### src/hw/rfli_pkg.sv
// Purpose: Shared constants and carrier types of the receive alarm-code
//          and data-link event block.
// Assumes: AXI4-Lite data is 32 bits; register indices are word indices.
// Notes:   Byte address of a register is four times its index.
package rfli_pkg;

   // Bus geometry
   localparam int ADDR_W = 12;
   localparam int IDX_W = ADDR_W - 2;
   localparam logic [1:0] RESP_OKAY = 2'b00;
   localparam logic [1:0] RESP_SLVERR = 2'b10;

   // Register indices as printed
   localparam logic [IDX_W-1:0] IDX_ALARM_CODE = 10'h016;
   localparam logic [IDX_W-1:0] IDX_IRQ_CTRL = 10'h017;
   localparam logic [IDX_W-1:0] IDX_DL_CTRL = 10'h018;
   localparam logic [IDX_W-1:0] IDX_BUF_FIRST = 10'h0de;
   localparam logic [IDX_W-1:0] IDX_BUF_LAST = 10'h135;

   // Receive message buffer
   localparam int BUF_DEPTH = int'(IDX_BUF_LAST) - int'(IDX_BUF_FIRST) + 1;
   localparam int BUF_AW = 7;
   localparam int BYTE_W = 8;

   // Alarm-code processor
   localparam int CODE_W = 6;
   localparam int HIST_LEN = 10;
   localparam int CNT_W = 4;
   localparam logic [CNT_W-1:0] VALID_HITS = 4'h8;
   localparam logic [CNT_W-1:0] REMOVE_HITS = 4'h3;

   // Field positions of the alarm-code interrupt control register
   localparam int BIT_VALID_FLAG = 0;
   localparam int BIT_VALID_EN = 1;
   localparam int BIT_REMOVE_FLAG = 2;
   localparam int BIT_REMOVE_EN = 3;
   localparam int BIT_PRESENT = 4;

   // Field positions of the receive data-link control register
   localparam int BIT_MSG_FLAG = 0;
   localparam int BIT_MSG_EN = 1;
   localparam int BIT_DL_EN = 2;

   // Reset values
   localparam logic [CODE_W-1:0] RST_CODE = 6'h00;
   localparam logic RST_EN = 1'b0;
   localparam logic RST_FLAG = 1'b0;

   typedef enum logic [1:0] {
      WR_COLLECT = 2'b00,
      WR_RESPOND = 2'b01
   } rfli_wr_state_type;

   // One alarm-code reception from the receive framer
   typedef struct packed {
      logic strobe;
      logic [CODE_W-1:0] code;
   } rfli_code_rx_type;

   // Message byte writes and completion from the receive HDLC controller
   typedef struct packed {
      logic wr;
      logic [BUF_AW-1:0] addr;
      logic [BYTE_W-1:0] data;
      logic done;
   } rfli_msg_rx_type;

endpackage

### src/hw/rfli_top.sv
// Purpose: Receive alarm-code validation/removal and data-link message
//          events, with status, enables and an active-low request pin.
// Assumes: Partner inputs are synchronous to aclk; one strobe per reception.
// Notes:   Registers sit on an AXI4-Lite slave; status bits clear on read.
//          History survives validation and removal, so a new code must wait
//          for the old one to be removed before it can be validated.
//          Message bytes and completion are dropped while the receiver is off.
//
// Overview of operation
// - Read-only alarm-code register holds the present validated six-bit code, else zero; upper bits zero.
// - Removal of the validated code raises an interrupt when removal is enabled.
// - Validated code is removed once 3 of last 10 receptions differ from it.
// - Bit 3 of the alarm-code control register enables the removal interrupt.
// - Any enabled event drives the interrupt request output low.
// - Removal sets the removal status flag, bit 2 of alarm-code control.
// - Removal clears the validated code from the alarm-code register.
// - A completed stored data-link message interrupts when that interrupt is enabled.
// - Bit 1 of the data-link control register enables the message interrupt.
// - Message completion sets the message status flag, bit 0 of data-link control.
// - Received message bytes are written into the buffer at indices 0xde to 0x135.
// - A code is validated once it arrives in 8 of the last 10 receptions.
// - Bit 1 of the alarm-code control register enables the validation interrupt.
// - Validation sets the validation status flag, bit 0 of alarm-code control.
// - Validation loads the new six-bit code into the alarm-code register.
//
// Chosen here: the AXI4-Lite interface to the registers.
`timescale 1ns/1ns

module rfli_top
   import rfli_pkg::*;
(
   input wire logic aclk, // System clock, 100 MHz
   input wire logic aresetn, // Synchronous reset, active low
   input wire logic [ADDR_W-1:0] s_axi_awaddr, // Write address
   input wire logic s_axi_awvalid, // Write address valid
   output logic s_axi_awready, // Write address ready
   input wire logic [31:0] s_axi_wdata, // Write data
   input wire logic [3:0] s_axi_wstrb, // Write byte strobes
   input wire logic s_axi_wvalid, // Write data valid
   output logic s_axi_wready, // Write data ready
   output logic [1:0] s_axi_bresp, // Write response
   output logic s_axi_bvalid, // Write response valid
   input wire logic s_axi_bready, // Write response ready
   input wire logic [ADDR_W-1:0] s_axi_araddr, // Read address
   input wire logic s_axi_arvalid, // Read address valid
   output logic s_axi_arready, // Read address ready
   output logic [31:0] s_axi_rdata, // Read data
   output logic [1:0] s_axi_rresp, // Read response
   output logic s_axi_rvalid, // Read data valid
   input wire logic s_axi_rready, // Read data ready
   input wire rfli_code_rx_type code_rx, // Alarm-code receptions
   input wire rfli_msg_rx_type msg_rx, // Data-link message bytes
   output logic rx_datalink_en, // Data-link receiver enable
   output logic irq_n // Interrupt request, active low
);

   typedef struct packed {
      rfli_wr_state_type wr_state;
      logic awready;
      logic aw_got;
      logic [IDX_W-1:0] aw_idx;
      logic wready;
      logic w_got;
      logic [BYTE_W-1:0] wbyte;
      logic wlane;
      logic bvalid;
      logic [1:0] bresp;
      logic arready;
      logic rvalid;
      logic [31:0] rdata;
      logic [1:0] rresp;
      logic [HIST_LEN-1:0][CODE_W:0] hist;
      logic code_present;
      logic [CODE_W-1:0] rx_alarm_code_value;
      logic code_valid_irq_en;
      logic code_valid_irq_flag;
      logic code_removal_irq_en;
      logic code_removal_irq_flag;
      logic rx_datalink_en;
      logic rx_msg_irq_en;
      logic rx_msg_irq_flag;
      logic irq_n;
      logic [BUF_DEPTH-1:0][BYTE_W-1:0] msg_mem;
   } rfli_state_type;

   rfli_state_type s;
   rfli_state_type next_s;

   // History as it stands once the current reception is shifted in
   logic [HIST_LEN-1:0][CODE_W:0] hist_new;
   logic [HIST_LEN-1:0] same_new;
   logic [HIST_LEN-1:0] diff_held;
   logic [CNT_W-1:0] same_cnt;
   logic [CNT_W-1:0] diff_cnt;
   logic validate_ev;
   logic remove_ev;
   logic [BUF_DEPTH-1:0] buf_wr_hit;

   assign hist_new = code_rx.strobe ?
      {s.hist[HIST_LEN-2:0], {1'b1, code_rx.code}} : s.hist;

   // Empty history slots carry a clear valid bit and never count
   genvar gi;
   generate
      for (gi = 0; gi < HIST_LEN; gi++) begin : g_hist
         assign same_new[gi] = hist_new[gi][CODE_W] &&
            (hist_new[gi][CODE_W-1:0] == code_rx.code);
         assign diff_held[gi] = hist_new[gi][CODE_W] &&
            (hist_new[gi][CODE_W-1:0] != s.rx_alarm_code_value);
      end
   endgenerate

   assign same_cnt = CNT_W'($countones(same_new));
   assign diff_cnt = CNT_W'($countones(diff_held));

   // One write strobe per buffer entry; addresses past the end match none
   generate
      for (gi = 0; gi < BUF_DEPTH; gi++) begin : g_buf
         assign buf_wr_hit[gi] = msg_rx.wr && s.rx_datalink_en &&
            (msg_rx.addr == BUF_AW'(gi));
      end
   endgenerate

   // Only judged on a reception; the present flag keeps the two exclusive
   assign validate_ev = code_rx.strobe && !s.code_present &&
      (same_cnt >= VALID_HITS);
   assign remove_ev = code_rx.strobe && s.code_present &&
      (diff_cnt >= REMOVE_HITS);

   // Word decode shared by the write and read responses
   function automatic logic is_mapped(input logic [IDX_W-1:0] idx);
      logic hit;
      hit = 1'b0;
      case (idx)
         IDX_ALARM_CODE: begin
            hit = 1'b1;
         end
         IDX_IRQ_CTRL: begin
            hit = 1'b1;
         end
         IDX_DL_CTRL: begin
            hit = 1'b1;
         end
         default: begin
            hit = (idx >= IDX_BUF_FIRST) && (idx <= IDX_BUF_LAST);
         end
      endcase
      return hit;
   endfunction

   always_comb begin
      logic aw_hs;
      logic w_hs;
      logic ar_hs;
      logic [IDX_W-1:0] ridx;
      logic [IDX_W-1:0] boff;
      logic [31:0] rword;
      logic [2:0] irq_src;
      irq_src = '0;
      aw_hs = 1'b0;
      w_hs = 1'b0;
      ar_hs = 1'b0;
      ridx = '0;
      boff = '0;
      rword = '0;
      next_s = s;

      // Write channel: address and data accepted in either order
      aw_hs = s_axi_awvalid && s.awready;
      w_hs = s_axi_wvalid && s.wready;
      if (aw_hs) begin
         next_s.aw_got = 1'b1;
         next_s.aw_idx = s_axi_awaddr[ADDR_W-1:2];
      end
      if (w_hs) begin
         next_s.w_got = 1'b1;
         next_s.wbyte = s_axi_wdata[BYTE_W-1:0];
         next_s.wlane = s_axi_wstrb[0];
      end
      case (s.wr_state)
         WR_COLLECT: begin
            if (next_s.aw_got && next_s.w_got) begin
               next_s.aw_got = 1'b0;
               next_s.w_got = 1'b0;
               next_s.bvalid = 1'b1;
               next_s.wr_state = WR_RESPOND;
               next_s.bresp = is_mapped(next_s.aw_idx) ? RESP_OKAY : RESP_SLVERR;
               // Status, present and code bits are read-only; writes skip them
               if (next_s.wlane) begin
                  case (next_s.aw_idx)
                     IDX_IRQ_CTRL: begin
                        next_s.code_valid_irq_en = next_s.wbyte[BIT_VALID_EN];
                        next_s.code_removal_irq_en = next_s.wbyte[BIT_REMOVE_EN];
                     end
                     IDX_DL_CTRL: begin
                        next_s.rx_msg_irq_en = next_s.wbyte[BIT_MSG_EN];
                        next_s.rx_datalink_en = next_s.wbyte[BIT_DL_EN];
                     end
                     default: begin
                        // Code register and buffer take no writes
                     end
                  endcase
               end
            end
         end
         WR_RESPOND: begin
            if (s_axi_bready) begin
               next_s.bvalid = 1'b0;
               next_s.wr_state = WR_COLLECT;
            end
         end
         default: begin
            next_s.wr_state = WR_COLLECT;
            next_s.bvalid = 1'b0;
         end
      endcase
      next_s.awready = (next_s.wr_state == WR_COLLECT) && !next_s.aw_got;
      next_s.wready = (next_s.wr_state == WR_COLLECT) && !next_s.w_got;

      // Read channel: data is captured at the address handshake
      ar_hs = s_axi_arvalid && s.arready;
      ridx = s_axi_araddr[ADDR_W-1:2];
      boff = ridx - IDX_BUF_FIRST;
      case (ridx)
         IDX_ALARM_CODE: begin
            rword[CODE_W-1:0] = s.rx_alarm_code_value;
         end
         IDX_IRQ_CTRL: begin
            rword[BIT_VALID_FLAG] = s.code_valid_irq_flag;
            rword[BIT_VALID_EN] = s.code_valid_irq_en;
            rword[BIT_REMOVE_FLAG] = s.code_removal_irq_flag;
            rword[BIT_REMOVE_EN] = s.code_removal_irq_en;
            rword[BIT_PRESENT] = s.code_present;
         end
         IDX_DL_CTRL: begin
            rword[BIT_MSG_FLAG] = s.rx_msg_irq_flag;
            rword[BIT_MSG_EN] = s.rx_msg_irq_en;
            rword[BIT_DL_EN] = s.rx_datalink_en;
         end
         default: begin
            // Unmapped words read as zero
            if (ridx >= IDX_BUF_FIRST && ridx <= IDX_BUF_LAST) begin
               rword[BYTE_W-1:0] = s.msg_mem[boff[BUF_AW-1:0]];
            end
         end
      endcase
      if (ar_hs) begin
         next_s.arready = 1'b0;
         next_s.rvalid = 1'b1;
         next_s.rdata = rword;
         next_s.rresp = is_mapped(ridx) ? RESP_OKAY : RESP_SLVERR;
         // Clear-on-read first, so an event in the same cycle survives
         if (ridx == IDX_IRQ_CTRL) begin
            next_s.code_valid_irq_flag = 1'b0;
            next_s.code_removal_irq_flag = 1'b0;
         end
         if (ridx == IDX_DL_CTRL) begin
            next_s.rx_msg_irq_flag = 1'b0;
         end
      end else if (s.rvalid && s_axi_rready) begin
         next_s.rvalid = 1'b0;
         next_s.arready = 1'b1;
      end else if (!s.rvalid) begin
         next_s.arready = 1'b1;
      end

      // Alarm-code processor
      if (code_rx.strobe) begin
         next_s.hist = hist_new;
      end
      if (validate_ev) begin
         next_s.code_present = 1'b1;
         next_s.rx_alarm_code_value = code_rx.code;
         next_s.code_valid_irq_flag = 1'b1;
      end
      if (remove_ev) begin
         next_s.code_present = 1'b0;
         next_s.rx_alarm_code_value = RST_CODE;
         next_s.code_removal_irq_flag = 1'b1;
      end

      // Data-link message store; ignored while the receiver is disabled
      for (int k = 0; k < BUF_DEPTH; k++) begin
         if (buf_wr_hit[k]) begin
            next_s.msg_mem[k] = msg_rx.data;
         end
      end
      if (msg_rx.done && s.rx_datalink_en) begin
         next_s.rx_msg_irq_flag = 1'b1;
      end

      // Request follows the next flag state so it moves with the flag
      irq_src[0] = next_s.code_valid_irq_en && next_s.code_valid_irq_flag;
      irq_src[1] = next_s.code_removal_irq_en && next_s.code_removal_irq_flag;
      irq_src[2] = next_s.rx_msg_irq_en && next_s.rx_msg_irq_flag;
      next_s.irq_n = !(|irq_src);
   end

   always_ff @(posedge aclk) begin
      if (!aresetn) begin
         s.wr_state <= WR_COLLECT;
         s.awready <= 1'b0;
         s.aw_got <= 1'b0;
         s.aw_idx <= '0;
         s.wready <= 1'b0;
         s.w_got <= 1'b0;
         s.wbyte <= '0;
         s.wlane <= 1'b0;
         s.bvalid <= 1'b0;
         s.bresp <= RESP_OKAY;
         s.arready <= 1'b0;
         s.rvalid <= 1'b0;
         s.rdata <= '0;
         s.rresp <= RESP_OKAY;
         s.hist <= '0;
         s.code_present <= 1'b0;
         s.rx_alarm_code_value <= RST_CODE;
         s.code_valid_irq_en <= RST_EN;
         s.code_valid_irq_flag <= RST_FLAG;
         s.code_removal_irq_en <= RST_EN;
         s.code_removal_irq_flag <= RST_FLAG;
         s.rx_datalink_en <= RST_EN;
         s.rx_msg_irq_en <= RST_EN;
         s.rx_msg_irq_flag <= RST_FLAG;
         s.irq_n <= 1'b1;
         s.msg_mem <= '0;
      end else begin
         s <= next_s;
      end
   end

   assign s_axi_awready = s.awready;
   assign s_axi_wready = s.wready;
   assign s_axi_bvalid = s.bvalid;
   assign s_axi_bresp = s.bresp;
   assign s_axi_arready = s.arready;
   assign s_axi_rvalid = s.rvalid;
   assign s_axi_rdata = s.rdata;
   assign s_axi_rresp = s.rresp;
   assign rx_datalink_en = s.rx_datalink_en;
   assign irq_n = s.irq_n;

endmodule

### config.mk
export PLATFORM = sky130hd
export DESIGN_NAME = rfli_top
export DESIGN_NICKNAME = d
export VERILOG_FILES = /design/src/hw/rfli_pkg.sv /design/src/hw/rfli_top.sv
export SDC_FILE = /design/constraint.sdc
export NUM_CORES = 2
export LEC_CHECK = 0
export BUFFER_PORTS_ARGS = -buffer_cell sky130_fd_sc_hd__buf_4
export CORE_AREA = 2 2 278 280
export CTS_CLUSTER_DIAMETER = 30
export DETAILED_ROUTE_END_ITERATION = 8
export DIE_AREA = 0 0 280 282
export GPL_TIMING_DRIVEN = 0
export PLACE_DENSITY = 0.69
export REMOVE_ABC_BUFFERS = 1
export SYNTH_ARGS = -nofsm -noshare
export SYNTH_HDL_FRONTEND = slang
export SYNTH_SLANG_ARGS = --single-unit
### constraint.sdc
create_clock -name aclk -period 5 [get_ports aclk]
set_clock_uncertainty 0.2 [all_clocks]
set_input_delay 0.25 -clock aclk [delete_from_list [all_inputs] [get_ports aclk]]
set_output_delay 0.25 -clock aclk [all_outputs]
set_load 0.01 [all_outputs]
==> insert_results.sql <==
INSERT INTO impl_metrics (metric_group, metric, value, unit) VALUES
('cts', 'cts.sink_count', '822', ''),
('finish', 'layout.cells.most_common', 'dfxtp_1', ''),
('grt', 'antenna_found_initial', '3', ''),
('drt', 'detail-route-antenna-nets', '0', ''),
('yosys', 'ys_seq_area_share', '43.5', '%'),
('timing', 'max_clock_freq', '210', 'MHz'),
('yosys', 'synth_top_area_share', '43.5', '%'),
('floorplanning', 'fp.dieH', '282', 'µm'),
('cts', 'cts_made_buffers', '164', ''),
('finish', 'registers.top_by_ff_count', 's', ''),
('yosys', 'synth_flop_cell', 'dfxtp_1', ''),
('floorplanning', 'die-area', '79000', 'µm²'),
('grt', 'gr-usage-all-layers', '27.0', '%'),
('drt', 'via_per_inst', '5.90', ''),
('drt', 'drc_violation_total_after_the_first_tritonroute_iteration', '3390', ''),
('grt', 'number_of_global_route_vias_before_repair', '29000', ''),
('critical_path', 'family_of_cells_with_the_greatest_summed_delay_on_the_critical_path', 'adder cells', ''),
('timing', 'max_slew_margin', '16.6', '%'),
('cts', 'htree_num_levels', '4', ''),
('timing', 'timing_worst_slew_pin_value', '1.25', 'ns'),
('finish', 'drive_above_1_share', '17.1', '%'),
('finish', 'final_area', '45600', 'µm²'),
('finish', 'seq_area', '16500', 'µm²'),
('finish', 'layout-area-overhead-vs-synth', '20.7', '%'),
('critical_path', 'count_of_cell_instances_traversed_by_the_critical_path', '18', ''),
('yosys', 'post_synth_instance_area', '37800', 'µm²'),
('place', 'place.gp.congestion', '0.828', ''),
('place', 'placement.io_buffers', '71', ''),
('drt', 'route.detailed.wl_per_inst', '21.5', 'µm'),
('place', 'dp_hpwl', '60600', 'µm'),
('timing', 'report.final.setup_viol', '0', ''),
('critical_path', 'worstReg2RegStart', 's[772]$_SDFFE_PN0P_', ''),
('min_path', 'min_path_cells', '3', ''),
('cts', 'cts.reportedPaths.clkPinSlew', '0.05', 'ns'),
('timing', 'setup_slack', '0.234', 'ns'),
('critical_path', 'crit_path_top_delay_cell', 'fa_1', ''),
('critical_path', 'worst_setup_path_end_kind', 'register', ''),
('drt', 'drt-pass1-iter-count', '6', ''),
('floorplanning', 'rows', '101', ''),
('pwr', 'vdd_drop_max', '0.000299', 'V'),
('yosys', 'yosys_warnings', '0', ''),
('pwr', 'power.total', '18.6', 'mW'),
('critical_path', 'critPathKind', 'register to register', ''),
('min_path', 'worstHoldPathType', 'input pin to register', ''),
('finish', 'final.fill_count', '6107', ''),
('grt', 'grt_start_max_net_pins', '170', ''),
('critical_path', 'worst-r2r-cell-count', '18', ''),
('floorplanning', 'initial_utilization', '49.9', '%'),
('grt', 'grt_pass1_wl', '167000', 'µm'),
('cts', 'clock_tree.buffer_depth', '3', ''),
('yosys', 'synth_cell_type_count', '73', ''),
('yosys', 'synth_async_sr_flop_share', '0', '%'),
('finish', 'fin_nets', '3988', ''),
('min_path', 'timing.hold.worst.start', 'msg_rx[5]', ''),
('yosys', 'syn_inst', '3860', ''),
('critical_path', 'critPathArrivalTime', '5.21', 'ns'),
('grt', 'grt.overflow.total', '0', ''),
('pwr', 'leakagePower', '16.0', 'nW'),
('yosys', 'post_synth_edffs', '0', ''),
('critical_path', 'worst_path_largest_cell_delay', '0.56', 'ns'),
('run_status', 'outcome', 'complete, no violations', ''),
('finish', 'largest_reg_flops', '805', ''),
('critical_path', 'path_cells', 'mux2i_1 > xnor2_1 > nor4_1 > a31oi_1 > fa_1 > inv_1 > fa_1 > fa_1 > inv_1 > ha_2 > inv_1 > fa_1 > nor2_1 > a31oi_1 > o211ai_1 > a21boi_2 > o22ai_1 > a2bb2oi_1', ''),
('finish', 'multi_input_comb_area', '20000', 'µm²'),
('yosys', 'ranking_of_synthesized_cells_by_area', 'dfxtp_1, mux2i_1, mux4_2', ''),
('timing', 'period_needed', '4.77', 'ns'),
('place', 'dp_slack', '-1.03', 'ns'),
('floorplanning', 'core', '75700', 'µm²'),
('timing', 'finalCritPeriodShare', '95.3', '%'),
('critical_path', 'critPathLaunchType', 'register', ''),
('yosys', 'syn_avg_cell_area', '9.79', 'µm²');
==> worst reg2reg max path, delay by kind of cell, from the launching register on <==
family	cells	cell delay, ns
AND/OR/NAND/NOR	2	0.40
XOR/XNOR	1	0.10
multiplexers	1	0.25
flip-flops	1	0.33
adder cells (fa/ha/maj)	5	2.10
AO/OA/AOI/OAI	6	1.10
buffers and inverters	3	0.20
==> cell usage after synthesis (11+ instances only) <==
cell,instances
buf_1,35
clkbuf_1,249
buf_4,44
nand3_1,233
a31oi_1,11
xnor2_1,84
fa_1,11
nor2b_1,12
xor2_1,48
inv_1,16
and2_1,15
dfxtp_1,822
nor4_1,21
nor2_2,18
o21ai_0,53
nand2_1,356
a21oi_1,269
mux4_2,203
mux2i_1,578
nor2_1,622
nor3_1,16
buf_2,29
==> kinds of logic (layout without fill, tap and decap cells) <==
| group | Yosys count | in the layout | share of synthesized area [%] |
|---|---|---|---|
| other | 1 | 28 | 0.00992 |
| buffers and inverters | 380 | 511 | 4.41 |
| and+or+nand+nor | 1329 | 1329 | 14.8 |
| xor gates and xnor gates | 133 | 133 | 3.13 |
| adders and majority gates | 16 | 16 | 0.748 |
| DFF | 822 | 822 | 43.5 |
| muxes | 786 | 786 | 27.6 |
| AOI/OAI and AO/OA | 393 | 393 | 5.78 |
==> power by group <==
part           switching [mW]  internal, mW  leakage, nW  total (mW)
Clock                    3.78          7.23         2.72        11.0
Sequential             0.0156          6.59         6.63        6.60
Combinational           0.639         0.308         6.69       0.946
==> stage by stage <==
stage	TNS [ns]	std cells	utilization, %
2_1_floorplan	-1556.07	3524	-
3_3_place_gp	-4770.50	4573	50.3
3_5_place_dp	-8.67	4607	51.3
4_1_cts	0	4986	59.9
5_1_grt	0	4995	60.2
6_report	0	4996	60.2
==> final cells by class <==
type / count / area share, %
Antenna cell: 1 / 0.00549
Clock buffer: 200 / 9.72
Clock inverter: 102 / 2.72
Inverter: 18 / 0.165
Multi-Input combinational cell: 2684 / 43.9
Sequential cell: 822 / 36.1
Tap cell: 978 / 2.68
Timing Repair Buffer: 191 / 4.62
==> metal layers <==
metal,up-vias,wire (µm),GRT usage (%)
met5,-,31,0
met4,4,2800,9.27
met3,211,9520,5.90
met2,1244,49900,42.8
met1,14500,45100,36.4
li1,13500,-,-
==> worst max path at each step <==
stage                              startpoint                           to  slack, ns
after floorplan                       aresetn  s_axi_rdata[7]$_SDFFE_PN0P_      -2.45
after global placement                aresetn  s_axi_rdata[7]$_SDFFE_PN0P_      -6.63
after detailed placement           code_rx[6]             irq_n$_SDFF_PN1_      -1.03
after CTS                 s[717]$_SDFFE_PP0P_             irq_n$_SDFF_PN1_       0.02
after global routing      s[741]$_SDFFE_PN0P_             irq_n$_SDFF_PN1_       0.02
final                     s[772]$_SDFFE_PN0P_             irq_n$_SDFF_PN1_       0.23
==> what timing repair did <==
item | CTS | global route
resized for setup | 10 | 39
hold buffers | 77 | 0
setup endpoints to repair | 9 | 9
hold endpoints to repair | 132 | 0
setup buffers | 0 | 9
pin swaps | 0 | 6
Power figures use the tool's default switching activity.
